==> config.mk <==
export PLATFORM = sky130hd
export DESIGN_NAME = dcc_top
export DESIGN_NICKNAME = d
export VERILOG_FILES = /design/src/dcc_pkg.sv /design/src/dcc_sync.sv /design/src/dcc_edge.sv /design/src/dcc_top.sv
export VERILOG_INCLUDE_DIRS = /design/src
export SDC_FILE = /design/constraint.sdc
export NUM_CORES = 1
export LEC_CHECK = 0
export BUFFER_PORTS_ARGS = -buffer_cell sky130_fd_sc_hd__buf_4
export CORE_MARGIN = 2
export CORE_UTILIZATION = 50
export DETAILED_ROUTE_END_ITERATION = 10
export PLACE_DENSITY = 0.85
export SLEW_MARGIN = 20
export SYNTH_ARGS = -nofsm -noshare
export SYNTH_HDL_FRONTEND = slang
export SYNTH_SLANG_ARGS = --single-unit
==> constraint.sdc <==
create_clock -name core_clk -period 7.52 [get_ports core_clk]
set_input_delay 2.256 -clock core_clk [delete_from_list [all_inputs] [get_ports core_clk]]
set_output_delay 2.256 -clock core_clk [all_outputs]
set_load 0.01 [all_outputs]
==> src/dcc_regs.svh <==
// Register map, field positions and reset values of the comparator control.
// Included by the package file and dcc_top; definitions only.
`ifndef DCC_REGS_SVH
`define DCC_REGS_SVH

`define DCC_ADDR_W        16
`define DCC_OFF_CTL1      16'hA000
`define DCC_OFF_CTL2      16'hA010
`define DCC_OFF_STAT      16'hA060
`define DCC_OFF_INTSTAT   16'hA070
`define DCC_OFF_INTMASK   16'hA080
`define DCC_ALIAS_CLR     2'h1
`define DCC_ALIAS_SET     2'h2
`define DCC_ALIAS_INV     2'h3

`define DCC_BIT_ENABLE    15
`define DCC_BIT_PINEN     14
`define DCC_BIT_INVERT    13
`define DCC_BIT_RESULT    8
`define DCC_BIT_EDGEHI    7
`define DCC_BIT_EDGELO    6
`define DCC_BIT_POSSEL    4
`define DCC_BIT_NEGHI     1
`define DCC_BIT_NEGLO     0
`define DCC_BIT_IDLESTOP  13

`define DCC_CTL_WMASK     32'h0000_E0D3
`define DCC_STAT_WMASK    32'h0000_2000
`define DCC_CTL_RESET     32'h0000_00C3
`define DCC_STAT_RESET    32'h0000_0000
`define DCC_INT_WMASK     32'h0000_0003

`endif

==> src/dcc_pkg.sv <==
// Types shared by the comparator control modules.
// Assumes dcc_regs.svh sits in the same folder.
`include "dcc_regs.svh"
package dcc_pkg;
    typedef logic [31:0] dcc_word_t;
    typedef enum logic [1:0] {
        DCC_NEG_OWN_NEG,
        DCC_NEG_OWN_POS,
        DCC_NEG_OTHER_POS,
        DCC_NEG_FIXED_REF
    } dcc_neg_sel_t;
    typedef enum logic [1:0] {
        DCC_EDGE_NONE,
        DCC_EDGE_RISE,
        DCC_EDGE_FALL,
        DCC_EDGE_BOTH
    } dcc_edge_t;
endpackage

==> src/dcc_sync.sv <==
// Two-flop synchroniser for one asynchronous level.
// Assumes the input is an analog comparator decision, free running.
`timescale 1ns/100ps
module dcc_sync (
    input  wire logic clk,      // core clock
    input  wire logic rstN,     // synchronised reset
    input  wire logic asyncIn,  // asynchronous level
    output logic      syncOut   // level in the core domain
);
    logic stage1_ff;
    logic stage2_ff;

    always_ff @(posedge clk or negedge rstN) begin
        if (!rstN) begin
            stage1_ff <= 1'b0;
            stage2_ff <= 1'b0;
        end else begin
            stage1_ff <= asyncIn;
            stage2_ff <= stage1_ff;
        end
    end

    assign syncOut = stage2_ff;
endmodule // dcc_sync

==> src/dcc_edge.sv <==
// Edge detector for one comparator result with selectable edges.
// Assumes the input is already synchronised to the clock.
`timescale 1ns/100ps
module dcc_edge
    import dcc_pkg::*;
(
    input  wire logic      clk,      // core clock
    input  wire logic      rstN,     // synchronised reset
    input  wire logic      level,    // polarity-corrected result
    input  wire logic      armed,    // comparator is running
    input  dcc_pkg::dcc_edge_t edgeSel, // edges that raise an event
    output logic           eventOut  // one-cycle event pulse
);
    logic prev_ff;
    logic rise;
    logic fall;

    always_ff @(posedge clk or negedge rstN) begin
        if (!rstN) begin
            prev_ff <= 1'b0;
        end else begin
            prev_ff <= level;
        end
    end

    assign rise = level & ~prev_ff;
    assign fall = ~level & prev_ff;

    always_comb begin
        case (edgeSel)
            DCC_EDGE_RISE: eventOut = armed & rise;            // [RQ6]
            DCC_EDGE_FALL: eventOut = armed & fall;            // [RQ6]
            DCC_EDGE_BOTH: eventOut = armed & (rise | fall);   // [RQ6]
            default:       eventOut = 1'b0;                    // [RQ6]
        endcase
    end
endmodule // dcc_edge

==> src/dcc_top.sv <==
// Control and status logic for two analog comparators, APB slave.
// Assumes the analog comparators, references and pin pads sit outside.
`timescale 1ns/100ps
`include "dcc_regs.svh"

// Behaviour
// [RQ1] Bit 15 enables a comparator; toggling it leaves other fields alone.
// [RQ2] Bit 14 drives the result onto the comparator's output pin.
// [RQ3] Bit 13 inverts the result for the pin and readback bit.
// [RQ4] Inversion also feeds edge detection, so edges swap sense.
// [RQ5] Bit 8 is a read-only mirror of the present result.
// [RQ6] Bits 7-6 pick both, falling, rising or no interrupt edges.
// [RQ7] Bit 4 picks programmable reference or own positive pin.
// [RQ8] Bits 1-0 pick fixed ref, other positive, own positive, own negative.
// [RQ9] Status bit 13 stops both comparators while the system idles.
// [RQ10] Status bits 1 and 0 mirror results of comparator two and one.
// [RQ11] Offsets 0x4, 0x8, 0xC clear, set or invert the written ones.
// [RQ12] Control resets to 00C3, status to zero.
// [RQ13] Software avoids access right after clearing an enable bit.
// [RQ14] Unimplemented bits read zero and ignore writes.
// [RQ15] Results pass two flops; a qualifying edge gives a one-cycle event.
module dcc_top
    import dcc_pkg::*;
(
    input  wire logic        core_clk,        // 25 MHz clock
    input  wire logic        reset_n,         // async reset, active low
    input  wire logic        psel,            // APB select
    input  wire logic        penable,         // APB access phase
    input  wire logic        pwrite,          // APB direction
    input  wire logic [15:0] paddr,           // APB byte address
    input  wire logic [31:0] pwdata,          // APB write data
    output logic      [31:0] prdata,          // APB read data
    output logic             pready,          // APB ready
    output logic             pslverr,         // APB error
    input  wire logic [1:0]  rawResult,       // analog comparator decisions
    input  wire logic        systemIdle,      // system in idle mode
    output logic      [1:0]  compEnable,      // analog comparator power
    output logic      [1:0]  positiveSelect,  // 1: programmable reference
    output logic      [3:0]  negativeSelect,  // two bits per comparator
    output logic      [1:0]  resultOutputPin, // output pin levels
    output logic      [1:0]  resultOutputOe,  // output pin drive enables
    output logic      [1:0]  compEvent,       // one-cycle event requests
    output logic             irq              // level interrupt
);
    logic            rstSync1_ff;
    logic            rstSync2_ff;
    logic            rstN;
    dcc_word_t       ctl_ff [2];
    logic            idleStop_ff;
    logic [1:0]      intStat_ff;
    logic [1:0]      intMask_ff;
    dcc_word_t       prdata_ff;
    logic [1:0]      syncResult;
    logic [1:0]      result;
    logic [1:0]      running;
    logic            wrStrobe;
    logic            rdStrobe;
    logic [1:0]      aliasSel;
    logic [15:0]     baseAddr;
    logic            hitCtl1;
    logic            hitCtl2;
    logic            hitStat;
    logic            hitInt;
    logic            hitMask;
    logic            hitAny;
    logic            aliasOk;
    dcc_word_t       statNext;
    dcc_word_t       maskNext;

    // Reset is released through two flops so all state leaves reset together
    always_ff @(posedge core_clk or negedge reset_n) begin
        if (!reset_n) begin
            rstSync1_ff <= 1'b0;
            rstSync2_ff <= 1'b0;
        end else begin
            rstSync1_ff <= 1'b1;
            rstSync2_ff <= rstSync1_ff;
        end
    end
    assign rstN = rstSync2_ff;

    // Applies plain, clear, set or invert write to a register image
    function automatic dcc_word_t apply_write(
        input dcc_word_t oldVal,
        input dcc_word_t data,
        input dcc_word_t wmask,
        input logic [1:0] mode
    );
        dcc_word_t newVal;
        begin
            case (mode)
                `DCC_ALIAS_CLR: newVal = oldVal & ~data;         // [RQ11]
                `DCC_ALIAS_SET: newVal = oldVal | data;          // [RQ11]
                `DCC_ALIAS_INV: newVal = oldVal ^ data;          // [RQ11]
                default:        newVal = data;
            endcase
            apply_write = (oldVal & ~wmask) | (newVal & wmask);  // [RQ14]
        end
    endfunction

    // Address decode: low nibble picks the alias, rest picks the register
    assign aliasSel = paddr[3:2];
    assign baseAddr = {paddr[15:4], 4'h0};
    assign hitCtl1  = (baseAddr == `DCC_OFF_CTL1);
    assign hitCtl2  = (baseAddr == `DCC_OFF_CTL2);
    assign hitStat  = (baseAddr == `DCC_OFF_STAT);
    assign hitInt   = (baseAddr == `DCC_OFF_INTSTAT);
    assign hitMask  = (baseAddr == `DCC_OFF_INTMASK);
    assign hitAny   = hitCtl1 | hitCtl2 | hitStat | hitInt | hitMask;
    // Misaligned words and unmapped offsets answer with an error
    assign aliasOk  = hitAny & (paddr[1:0] == 2'h0);

    // Zero-wait slave: every access completes in its first access cycle
    assign pready   = 1'b1;
    assign pslverr  = psel & penable & ~aliasOk;
    assign wrStrobe = psel & penable & pwrite & aliasOk;
    assign rdStrobe = psel & ~penable & ~pwrite;

    genvar gi;
    generate
        for (gi = 0; gi < 2; gi++) begin : g_comp
            logic hitMine;
            assign hitMine = (gi == 0) ? hitCtl1 : hitCtl2;

            dcc_sync u_sync (
                .clk     (core_clk),
                .rstN    (rstN),
                .asyncIn (rawResult[gi]),
                .syncOut (syncResult[gi])
            );                                                     // [RQ15]

            // Idle stop takes the comparator down without touching its bits
            assign running[gi] = ctl_ff[gi][`DCC_BIT_ENABLE]
                               & ~(idleStop_ff & systemIdle);      // [RQ1] [RQ9]

            // A stopped comparator reports low before the inversion
            assign result[gi] = (syncResult[gi] & running[gi])
                              ^ ctl_ff[gi][`DCC_BIT_INVERT];       // [RQ3]

            dcc_edge u_edge (
                .clk      (core_clk),
                .rstN     (rstN),
                .level    (result[gi]),                            // [RQ4]
                .armed    (running[gi]),
                .edgeSel  (dcc_edge_t'(ctl_ff[gi][`DCC_BIT_EDGEHI:
                                                  `DCC_BIT_EDGELO])),
                .eventOut (compEvent[gi])                          // [RQ15]
            );

            always_ff @(posedge core_clk or negedge rstN) begin
                if (!rstN) begin
                    ctl_ff[gi] <= `DCC_CTL_RESET;                  // [RQ12]
                end else if (wrStrobe && hitMine) begin
                    // Mask keeps writes off the result mirror and unimplemented bits
                    ctl_ff[gi] <= apply_write(ctl_ff[gi], pwdata,
                                              `DCC_CTL_WMASK, aliasSel); // [RQ1]
                end
            end

            assign compEnable[gi]      = running[gi];              // [RQ1]
            assign positiveSelect[gi]  = ctl_ff[gi][`DCC_BIT_POSSEL]; // [RQ7]
            assign negativeSelect[2*gi+1 -: 2] =
                ctl_ff[gi][`DCC_BIT_NEGHI:`DCC_BIT_NEGLO];         // [RQ8]
            // Pin level stays at the result; only the enable gates drive
            assign resultOutputPin[gi] = result[gi];               // [RQ3]
            assign resultOutputOe[gi]  =
                ctl_ff[gi][`DCC_BIT_PINEN] & running[gi];          // [RQ2]
        end
    endgenerate

    // A function result cannot be bit-selected, so images go through nets
    assign statNext = apply_write({18'h0, idleStop_ff, 13'h0}, pwdata,
                                  `DCC_STAT_WMASK, aliasSel);
    assign maskNext = apply_write({30'h0, intMask_ff}, pwdata,
                                  `DCC_INT_WMASK, aliasSel);

    always_ff @(posedge core_clk or negedge rstN) begin
        if (!rstN) begin
            idleStop_ff <= 1'b0;                                   // [RQ12]
        end else if (wrStrobe && hitStat) begin
            idleStop_ff <= statNext[`DCC_BIT_IDLESTOP];            // [RQ9]
        end
    end

    // Sticky events: a new event wins over a write-one clear
    always_ff @(posedge core_clk or negedge rstN) begin
        if (!rstN) begin
            intStat_ff <= 2'h0;
        end else if (wrStrobe && hitInt) begin
            intStat_ff <= (intStat_ff & ~pwdata[1:0]) | compEvent;
        end else begin
            intStat_ff <= intStat_ff | compEvent;
        end
    end

    always_ff @(posedge core_clk or negedge rstN) begin
        if (!rstN) begin
            intMask_ff <= 2'h0;
        end else if (wrStrobe && hitMask) begin
            intMask_ff <= maskNext[1:0];
        end
    end

    assign irq = |(intStat_ff & intMask_ff);

    // Read data is captured in the setup cycle and held through access
    always_ff @(posedge core_clk or negedge rstN) begin
        if (!rstN) begin
            prdata_ff <= 32'h0000_0000;
        end else if (rdStrobe) begin
            prdata_ff <= 32'h0000_0000;                            // [RQ14]
            // Refused reads return zero even when the base register hits
            if (!aliasOk) begin
                prdata_ff <= 32'h0000_0000;
            end else if (hitCtl1 || hitCtl2) begin
                prdata_ff <= (ctl_ff[hitCtl2 ? 1 : 0] & `DCC_CTL_WMASK)
                           | {23'h0, result[hitCtl2 ? 1 : 0], 8'h0}; // [RQ5]
            end else if (hitStat) begin
                prdata_ff <= {18'h0, idleStop_ff, 11'h0, result}; // [RQ10]
            end else if (hitInt) begin
                prdata_ff <= {30'h0, intStat_ff};
            end else if (hitMask) begin
                prdata_ff <= {30'h0, intMask_ff};
            end
        end
    end

    assign prdata = prdata_ff;
endmodule // dcc_top

; Word-level counts from Yosys, hierarchy flattened
; Cells that the tools add are included.
; Widths: inputs -> output; s select.
[word_totals]
elab_cells = 121
register_bits = 109
in_bits = 56
out_inout_bits = 49
[classes]
magnitude_cmp = 2
n_bitwise = 62
reduce_logical = 8
n_mux = 21
eq_ne = 14
[op_table]
columns = op, count
row1 = $mux 32, 4
row2 = $pmux 16 s3, 2
row3 = $mux 16, 5
row4 = $or 32x16->32, 2
row5 = $eq 12x12->1 const B, 5
row6 = $pmux 14 s3, 1
row7 = $and 16x16->16, 2
row8 = $ge 32x2->1 const B, 1
row9 = $not 32->32, 1
row10 = $or 16x16->16, 2
row11 = $xor 16x16->16, 2
row12 = $and 1x1->1, 24
row13 = $not 16->16, 1
row14 = $or 16x9->16, 1
row15 = $and 14x14->14, 1
row16 = $or 14x14->14, 1
row17 = $xor 14x14->14, 1
row18 = $eq 2x2->1 const B, 6
row19 = $not 1->1, 8
row20 = $and 2x2->2, 3
row21 = $eq 2x1->1 const B, 3
row22 = $or 1x1->1, 6
row23 = $or 2x2->2, 3
row24 = $pmux 1 s3, 2
row25 = other kinds (11), 20

; Longest topological paths before layout
; Gate-level depths: netlist of run 1.
[depth]
word_depth = 12
ltp_mapped = 9
depth_no_buf = 9

; By module
; From an unflattened synthesis of run 1, not the netlist that was laid out.
[unflattened]
hier_cells = 389
hier_area_um2 = 3178.0
[modules_own_cells]
columns = mod, area_per_inst_um2, seq_area_each_um2, cells_per_inst, instances
row1 = dcc_top, 2902.8, 810.8, 365, 1
row2 = dcc_edge, 87.6, 25.0, 10, 2
row3 = dcc_sync, 50.0, 50.0, 2, 2

; Worst setup path before layout of run 1
; No wires, ideal clock.
[synth_path]
path_type = input-to-output
startpoint = in systemIdle
endpoint = out compEvent[1]
n_path_buf = 1
t_required_ps = 5264
arrival_ps = 3495
slack_ps = 1769
cell_stages = 9
cell_sequence = nand2_1 nand3_1 xnor2_1 ha_1 nand2_1 o211ai_1 o21ai_0 and2_1 buf_4
[synth_via]
elab_chain_cells = 10
elab_cells_between_ends = 13
cone_classes = 1 x mux / 12 x bitwise
[synth_rtl]
columns = item, line
row1 = start: declaration, dcc_top.sv:36  ; input wire logic systemIdle,
row2 = $and 1x1->1 *, dcc_top.sv:134  ; & ~(idleStop_ff & systemIdle);
row3 = $not 1->1 *, dcc_top.sv:134
row4 = $and 1x1->1 *, dcc_top.sv:133  ; assign running[gi] = ctl_ff[gi][`DCC_BIT_ENABLE]
row5 = $and 1x1->1 *, dcc_top.sv:137  ; assign result[gi] = (syncResult[gi] & running[gi])
row6 = $xor 1x1->1 *, dcc_top.sv:137
row7 = named net g_comp[1].u_edge.level, dcc_edge.sv:9  ; input wire logic level,
row8 = $not 1->1, dcc_edge.sv:27  ; assign fall = ~level & prev_ff;
row9 = $and 1x1->1, dcc_edge.sv:27
row10 = $or 1x1->1, dcc_edge.sv:33  ; DCC_EDGE_BOTH: eventOut = armed & (rise | fall);
row11 = $and 1x1->1, dcc_edge.sv:33
row12 = $pmux 1 s3 *, dcc_edge.sv:30  ; case (edgeSel)
row13 = end: declaration, dcc_top.sv:42  ; output logic [1:0] compEvent,
; Mark *: on every way through the listed nets, which the timed path passes. The rest lies on a longest branch.

; Worst setup path in the final report of run 1
[layout_path]
startpoint = in systemIdle
endpoint = out compEvent[1]
[layout_via]
elab_chain_cells = 10
elab_cells_between_ends = 13
cone_classes = 1 x mux / 12 x bitwise
[layout_rtl]
columns = item, line
row1 = $and 1x1->1 *, dcc_top.sv:134
row2 = $not 1->1 *, dcc_top.sv:134
row3 = $and 1x1->1 *, dcc_top.sv:133
row4 = $and 1x1->1, dcc_top.sv:137
row5 = $xor 1x1->1, dcc_top.sv:137
row6 = $not 1->1, dcc_edge.sv:27
row7 = $and 1x1->1, dcc_edge.sv:27
row8 = $or 1x1->1, dcc_edge.sv:33
row9 = $and 1x1->1, dcc_edge.sv:33
row10 = $pmux 1 s3 *, dcc_edge.sv:30
; Mark *: on every way between the ends. The rest lies on a longest branch, timed or not.

==> flow_metrics.tcl, run 1 <==
set metrics [dict create \
    yosysTopAreaCell "dfrtp_1" \
    grt_pass1_wl_um 11920 \
    grt_use_total_pct 20.62 \
    avgSynthCellArea_sq_um 8.926 \
    grt_max_degree 47 \
    start_kind "primary input" \
    netlist_area_sq_um 3204 \
    die_x_um 84.06 \
    dr.first_iter.drc_count 161 \
    worst-path-max-fanout 6 \
    cts_inserted_buffers 5 \
    wl_per_cell_um 14.67 \
    vias 2537 \
    ys_warn_count 0 \
    drtPass1Iterations 4 \
    worst_pin_slew_ns 0.9156 \
    met2_usage_pct 37.01 \
    finalHoldViolCount 0 \
    core-area_sq_um 6277 \
    cts_setup_buffers 0 \
    maxSlewHeadroom_pct 38.50 \
    place_congestion 0.7769 \
    die_height_um 84.06 \
    powerDensity_nw_per_um2 125.2 \
    grtUsageMet3_pct 4.451 \
    ir_drop_uv 129.8 \
    path_clk_slew_ns 0.07 \
    synth_cells 359 \
    finalCritPeriodShare_pct 84.22 \
    min_period_ns 6.333 \
    setup_violations 0 \
    clockBufferDepth 2 \
    initial_core_util_pct 51.05 \
    synth_cell_types 36 \
    antenna_found_initial 0 \
    tritoncts "done" \
    io_pins 105 \
    drtAntennaViolNets 0 \
    rsz0062_at_grt "false" \
    clock_sinks 38 \
    min_path_type "reg -> async" \
    root_buffer "clkbuf_8" \
    cpPeakStageDelay_ns 0.56 \
    grt_pass1_vias 2486 \
    critPathKind "in -> out" \
    grt-busiest-layer "met2" \
    drive_above_1_share_pct 24.87 \
    synth_area_leaders "dfrtp_1, ha_1, buf_4" \
    diodes 0 \
    maxCapViolCount 0 \
    clock_skew_ns 0.005855 \
    fmax_mhz 157.9 \
    insertion_delay_ns 0.29 \
    status "complete, no violations" \
    drt-total-wl_um 6967 \
    dp.final_hpwl_um 5174 \
    setup_tns_ns 0 \
    route.detailed.drc 0 \
    overflow 0 \
    htree_levels 2 \
    seq_area_frac_synth_pct 29.99 \
    ctsHoldBuffers 0 \
    use_met1_pct 24.95 \
    synth-seq-cells 38 \
    arrival_ns 4.08 \
    drt-vias-per-instance 5.341 \
    worstPathCellList "buf_4, nand2_1, nand3_1, xnor2_1, ha_1, nand2_1, o211ai_1, o21ai_0, and2_1, buf_4" \
    slew_violations 0 \
    required_ns 5.26 \
    die_area_sq_um 7065 \
    crit_path_top_delay_cell "xnor2_1" \
    numPortBuffers 56 \
    nets 495 \
    cts_resized 0 \
    area_growth_pct 11.87 \
    end_kind "output pin" \
    rows 29 \
    leakage_nw 1.748 \
    whs_ns 0.2891 \
    yosysTopAreaCellShare_pct 23.43 \
]
==> synth_stat cells, drive strengths merged <==
| cell type | number |
|---|---|
| o21ai | 20 |
| nor3 | 5 |
| mux2 | 19 |
| conb | 2 |
| nor4 | 3 |
| a21oi | 35 |
| nand2 | 31 |
| a21o | 2 |
| inv | 33 |
| dfstp | 8 |
| buf | 45 |
| a211oi | 19 |
| xnor2 | 3 |
| clkbuf | 5 |
| nand3 | 7 |
| a31oi | 1 |
| dfrtp | 30 |
| or3 | 1 |
| ha | 42 |
| and4bb | 1 |
| and2 | 4 |
| nand4 | 1 |
| mux2i | 10 |
| a221oi | 2 |
| o211ai | 2 |
| a22o | 2 |
| nor2 | 23 |
| and3 | 3 |
==> registers in the layout (all words and copies together), names as in the netlist <==
signal                   cells
g_comp.u_sync.syncOut        2
intStat_ff                   2
g_comp.u_edge.prev_ff        2
rstN                         1
rstSync1_ff                  1
intMask_ff                   2
g_comp.u_sync.stage1_ff      2
ctl_ff                      10
positiveSelect               2
negativeSelect               4
idleStop_ff                  1
prdata                       9
==> per-layer routing <==
layer | part of all wire, % | wire [um] | up-vias
li1 | - | - | 1238
met4 | 0.88 | 61 | 0
met1 | 43 | 2962 | 1228
met5 | 0 | 0 | -
met2 | 52 | 3621 | 64
met3 | 4.6 | 322 | 7
==> placed cells by master, fill, tap and decap left out, drive strengths merged <==
cell     n
a21oi   35
nand3    7
a211oi  19
and4bb   1
xnor2    3
a221oi   2
mux2i   10
a21o     2
mux2    19
inv     33
clkbuf   7
nor3     5
a31oi    1
nor4     3
nor2    23
dfrtp   30
a22o     2
or3      1
dfstp    8
o211ai   2
o21ai   20
ha      42
and3     3
and2     4
nand4    1
buf     58
bufinv   1
nand2   31
conb    25
==> power by group <==
group          switching [mW]  total [mW]  internal [mW]
registers            0.000591       0.207          0.206
clock network          0.0723       0.172         0.0993
logic                  0.0417      0.0703         0.0287
total                   0.115       0.449          0.334
==> kinds of logic after synthesis <==
| kind of cell | synth area share [%] |
|---|---|
| adder cells (fa/ha/maj) | 16.40 |
| buffers and inverters | 14.60 |
| flip-flops | 29.99 |
| XOR/XNOR | 0.8201 |
| other | 0.2344 |
| AND/OR/NAND/NOR | 12.65 |
| AO/OA/AOI/OAI | 15.50 |
| multiplexers | 9.801 |
==> cell type report <==
cell class	count	area (sq um)
timing repair buffer	58	435.4
inverter	33	123.9
clock buffer	7	76.32
sequential	38	960.9
tap	77	96.34
multi-input combinational	261	1862
fill	554	2693
clock inverter	1	30.03
==> worst paths after layout <==
| path | startpoint | to | slack, ns | depth (start not counted) |
|---|---|---|---|---|
| max | systemIdle | compEvent[1] | 1.19 | 10 |
| min | rstN | g_comp[1].u_sync.stage1_ff | 0.29 | 1 |
| max reg2reg | idleStop_ff | intStat_ff[1] | 5.29 | 9 |
| min reg2reg | rstN | g_comp[1].u_sync.stage1_ff | 0.29 | 1 |
| max in group asynchronous | reset_n | rstN | 5.71 | 1 |
| min in group core_clk | g_comp[0].u_sync.stage1_ff | g_comp[0].u_sync.syncOut | 0.36 | 0 |
==> critical path, delay by kind of cell <==
kind                       cells  cell delay [ns]
adders and majority gates      1             0.34
xor gates and xnor gates       1             0.56
and+or+nand+nor                4             0.49
buffers and inverters          2             0.26
AOI/OAI and AO/OA              2             0.16
==> stage by stage <==
stage	utilization [%]	setup WS, ns	power, mW	cells	cell area [sq um]
CTS	57.11	1.204	0.4497	475	3585
global route	57.11	1.092	0.4696	475	3585
global placement	55.41	1.323	0.2774	467	3478
floorplan	-	1.769	0.2644	382	3291
detailed placement	55.41	1.220	0.2802	467	3478
finish	57.11	1.187	0.4486	475	3585
(Power assumes the default switching activity.)
==> inputs of run 2 (changes only) <==
ABC_AREA = 1   (was default)
PLACE_DENSITY = 0.84   (was 0.85)
clock period = 5.9 ns   (was 7.52 ns; I/O delays follow)
==> run 2 against run 1 <==
Utilization shrank 0.20 points; clock-buffer cell count down 2; via count is 16% higher; clock power increased by 35%; routed wire length rose by 9.7%; hold slack lost 0.12 ns; non-clock buffer count down 1; critical path depth rose by 2; register-to-register slack got worse by 1.6 ns; combinational power up 41%; sequential share of layout area down 1.5 points; area after synthesis rose by 5.9%; critical path type unchanged; critical endpoint is now compEvent[0]; largest cell class unchanged.
==> flow_metrics.tcl, run 2 <==
set metrics [dict create \
    synth_cells 453 \
    cp_top_family "simple AND/OR/NAND/NOR gates" \
    setup_tns_ns 0 \
    crit_buf_inv 4 \
    status "complete, no violations" \
    cts_resized 0 \
    async_flop_share_pct 100.0 \
    yosysMostFrequentCell "nand2_1" \
    clock_skew_ns 0.007707 \
    ys_warn_count 0 \
    min_path_type "reg -> async" \
    worst-path-max-fanout 4 \
    wl_per_cell_um 13.20 \
    die_height_um 86.38 \
    dp.final_hpwl_um 5943 \
    seq_area_frac_synth_pct 28.32 \
    timing.rr.end "intStat_ff[0]" \
    htree_levels 2 \
    fmax_mhz 183.6 \
    grt_pass1_vias 2835 \
    arrival_ns 3.68 \
    synth_edf_count 0 \
    drt-total-wl_um 7640 \
    final_common_cell "nand2_1" \
    ff2ff_path_depth 11 \
    io_pins 105 \
    setup_slack_ns 0.4524 \
    drtPass1Iterations 5 \
    ff2ff_setup_slack_ns 3.65 \
    cpPeakStageDelay_ns 0.30 \
    ys.flop_type "dfrtp_1" \
    end_kind "output pin" \
    grt_max_degree 27 \
    core-area_sq_um 6681 \
    place_congestion 0.8723 \
    worstPathCellList "buf_4, nand2_1, inv_1, nor2_1, nand3_1, nand2_1, inv_1, ha_1, a21oi_1, o21ai_0, a21oi_1, buf_4" \
    drt-vias-per-instance 5.088 \
    diodes 0 \
    crit_start "systemIdle" \
    layout_common_cells "nand2_1, inv_1, buf_4" \
    powerDensity_nw_per_um2 157.1 \
    crit_path_top_delay_cell "ha_1" \
    ctsHoldBuffers 0 \
    insertion_delay_ns 0.31 \
    route.detailed.drc 0 \
    maxCapViolCount 0 \
    path_clk_slew_ns 0.09 \
    netlist_area_sq_um 3393 \
    grt_pass1_wl_um 12810 \
    rows 30 \
    r2r_start "idleStop_ff" \
    drive_above_1_share_pct 20.84 \
    critPathKind "in -> out" \
    cts_inserted_buffers 5 \
    dr.first_iter.drc_count 208 \
    tritoncts "done" \
    clockBufferDepth 2 \
    min_period_ns 5.448 \
    rsz0062_at_grt "false" \
    yosysTopAreaCell "dfrtp_1" \
    largest_reg_flops 10 \
    grt_use_total_pct 21.52 \
    avgSynthCellArea_sq_um 7.491 \
    die_area_sq_um 7462 \
    cts_setup_buffers 0 \
    vias 2946 \
    synth_commonest_cells "nand2_1, inv_1, nor2_1, ha_1, buf_4" \
    clock_sinks 38 \
    numPortBuffers 56 \
    initial_core_util_pct 50.79 \
    synth_cell_types 35 \
    nets 596 \
    synth_area_leaders "dfrtp_1, ha_1, nand2_1" \
    leakage_nw 2.148 \
    yosysTopAreaCellShare_pct 22.12 \
    slew_violations 0 \
    overflow 0 \
    dp_slack_ns 0.5606 \
    path_depth 12 \
    synth-seq-cells 38 \
    maxSlewHeadroom_pct 52.10 \
    worst_pin_slew_ns 0.7167 \
    drtAntennaViolNets 0 \
    largest-register "ctl_ff" \
    finalCritPeriodShare_pct 92.33 \
    root_buffer "clkbuf_8" \
    die_x_um 86.38 \
    area_growth_pct 12.06 \
    start_kind "primary input" \
    setup_violations 0 \
    required_ns 4.13 \
    antenna_found_initial 0 \
    ir_drop_uv 158.5 \
    finalHoldViolCount 0 \
]
-- run 2: changes by cell type after synthesis, sizes merged, moves of 4 or more --
cell	delta
mux2	-19
nor2	+34
a21oi	-29
o211ai	+4
nand3	+6
clkinv	+4
a211oi	-17
and2	-4
o2111ai	+17
mux2i	-10
buf	-5
inv	+42
nand2	+82
-- run 2: kinds of logic (layout without fill, tap and decap cells) --
group	after synthesis	count (layout)	share of synthesized area, %
other	2	25	0.2213
adders and majority gates	42	42	15.49
and+or+nand+nor	195	195	26.47
buffers and inverters	121	144	18.44
DFF	38	38	28.32
AOI/OAI and AO/OA	55	55	11.06
-- run 2: metrics by stage --
stage	cell area, sq um	power [mW]	hold slack [ns]	cells	utilization, %
2_1_floorplan	3480	0.3458	0.3312	476	-
3_3_place_gp	3689	0.3649	0.1751	571	55.21
3_5_place_dp	3689	0.3694	0.1839	571	55.21
4_1_cts	3802	0.6010	0.1905	579	56.91
5_1_grt	3802	0.6250	0.2207	579	56.91
6_report	3802	0.5974	0.1680	579	56.91
-- run 2: per-layer routing --
metal	global-route usage, %	part of all wire, %	vias to the layer above
li1	-	-	1462
met1	26.24	41	1347
met2	36.64	49	112
met3	3.905	6.7	25
met4	10.23	3.3	0
met5	0	0	-
-- run 2: layout make-up --
cell class / instances / area (sq um)
Timing Repair Buffer: 57 / 427.9
Sequential cell: 38 / 960.9
Fill cell: 602 / 2879
Tap cell: 80 / 100.1
Clock buffer: 5 / 68.82
Multi-Input combinational cell: 317 / 1893
Inverter: 79 / 306.5
Clock inverter: 3 / 45.04
-- run 2: worst max path at each step --
stage                              end  slack, ns
after detailed placement  compEvent[0]       0.56
after global routing      compEvent[0]       0.33
after floorplan           compEvent[0]       1.08
after global placement    compEvent[0]       0.67
after CTS                 compEvent[0]       0.53
final                     compEvent[0]       0.45
-- run 2: where the power goes --
part	total [mW]	internal (mW)	leakage [nW]	switching (mW)
clock network	0.233	0.126	0.0504	0.107
logic	0.0991	0.0374	1.67	0.0617
registers	0.266	0.263	0.425	0.00245
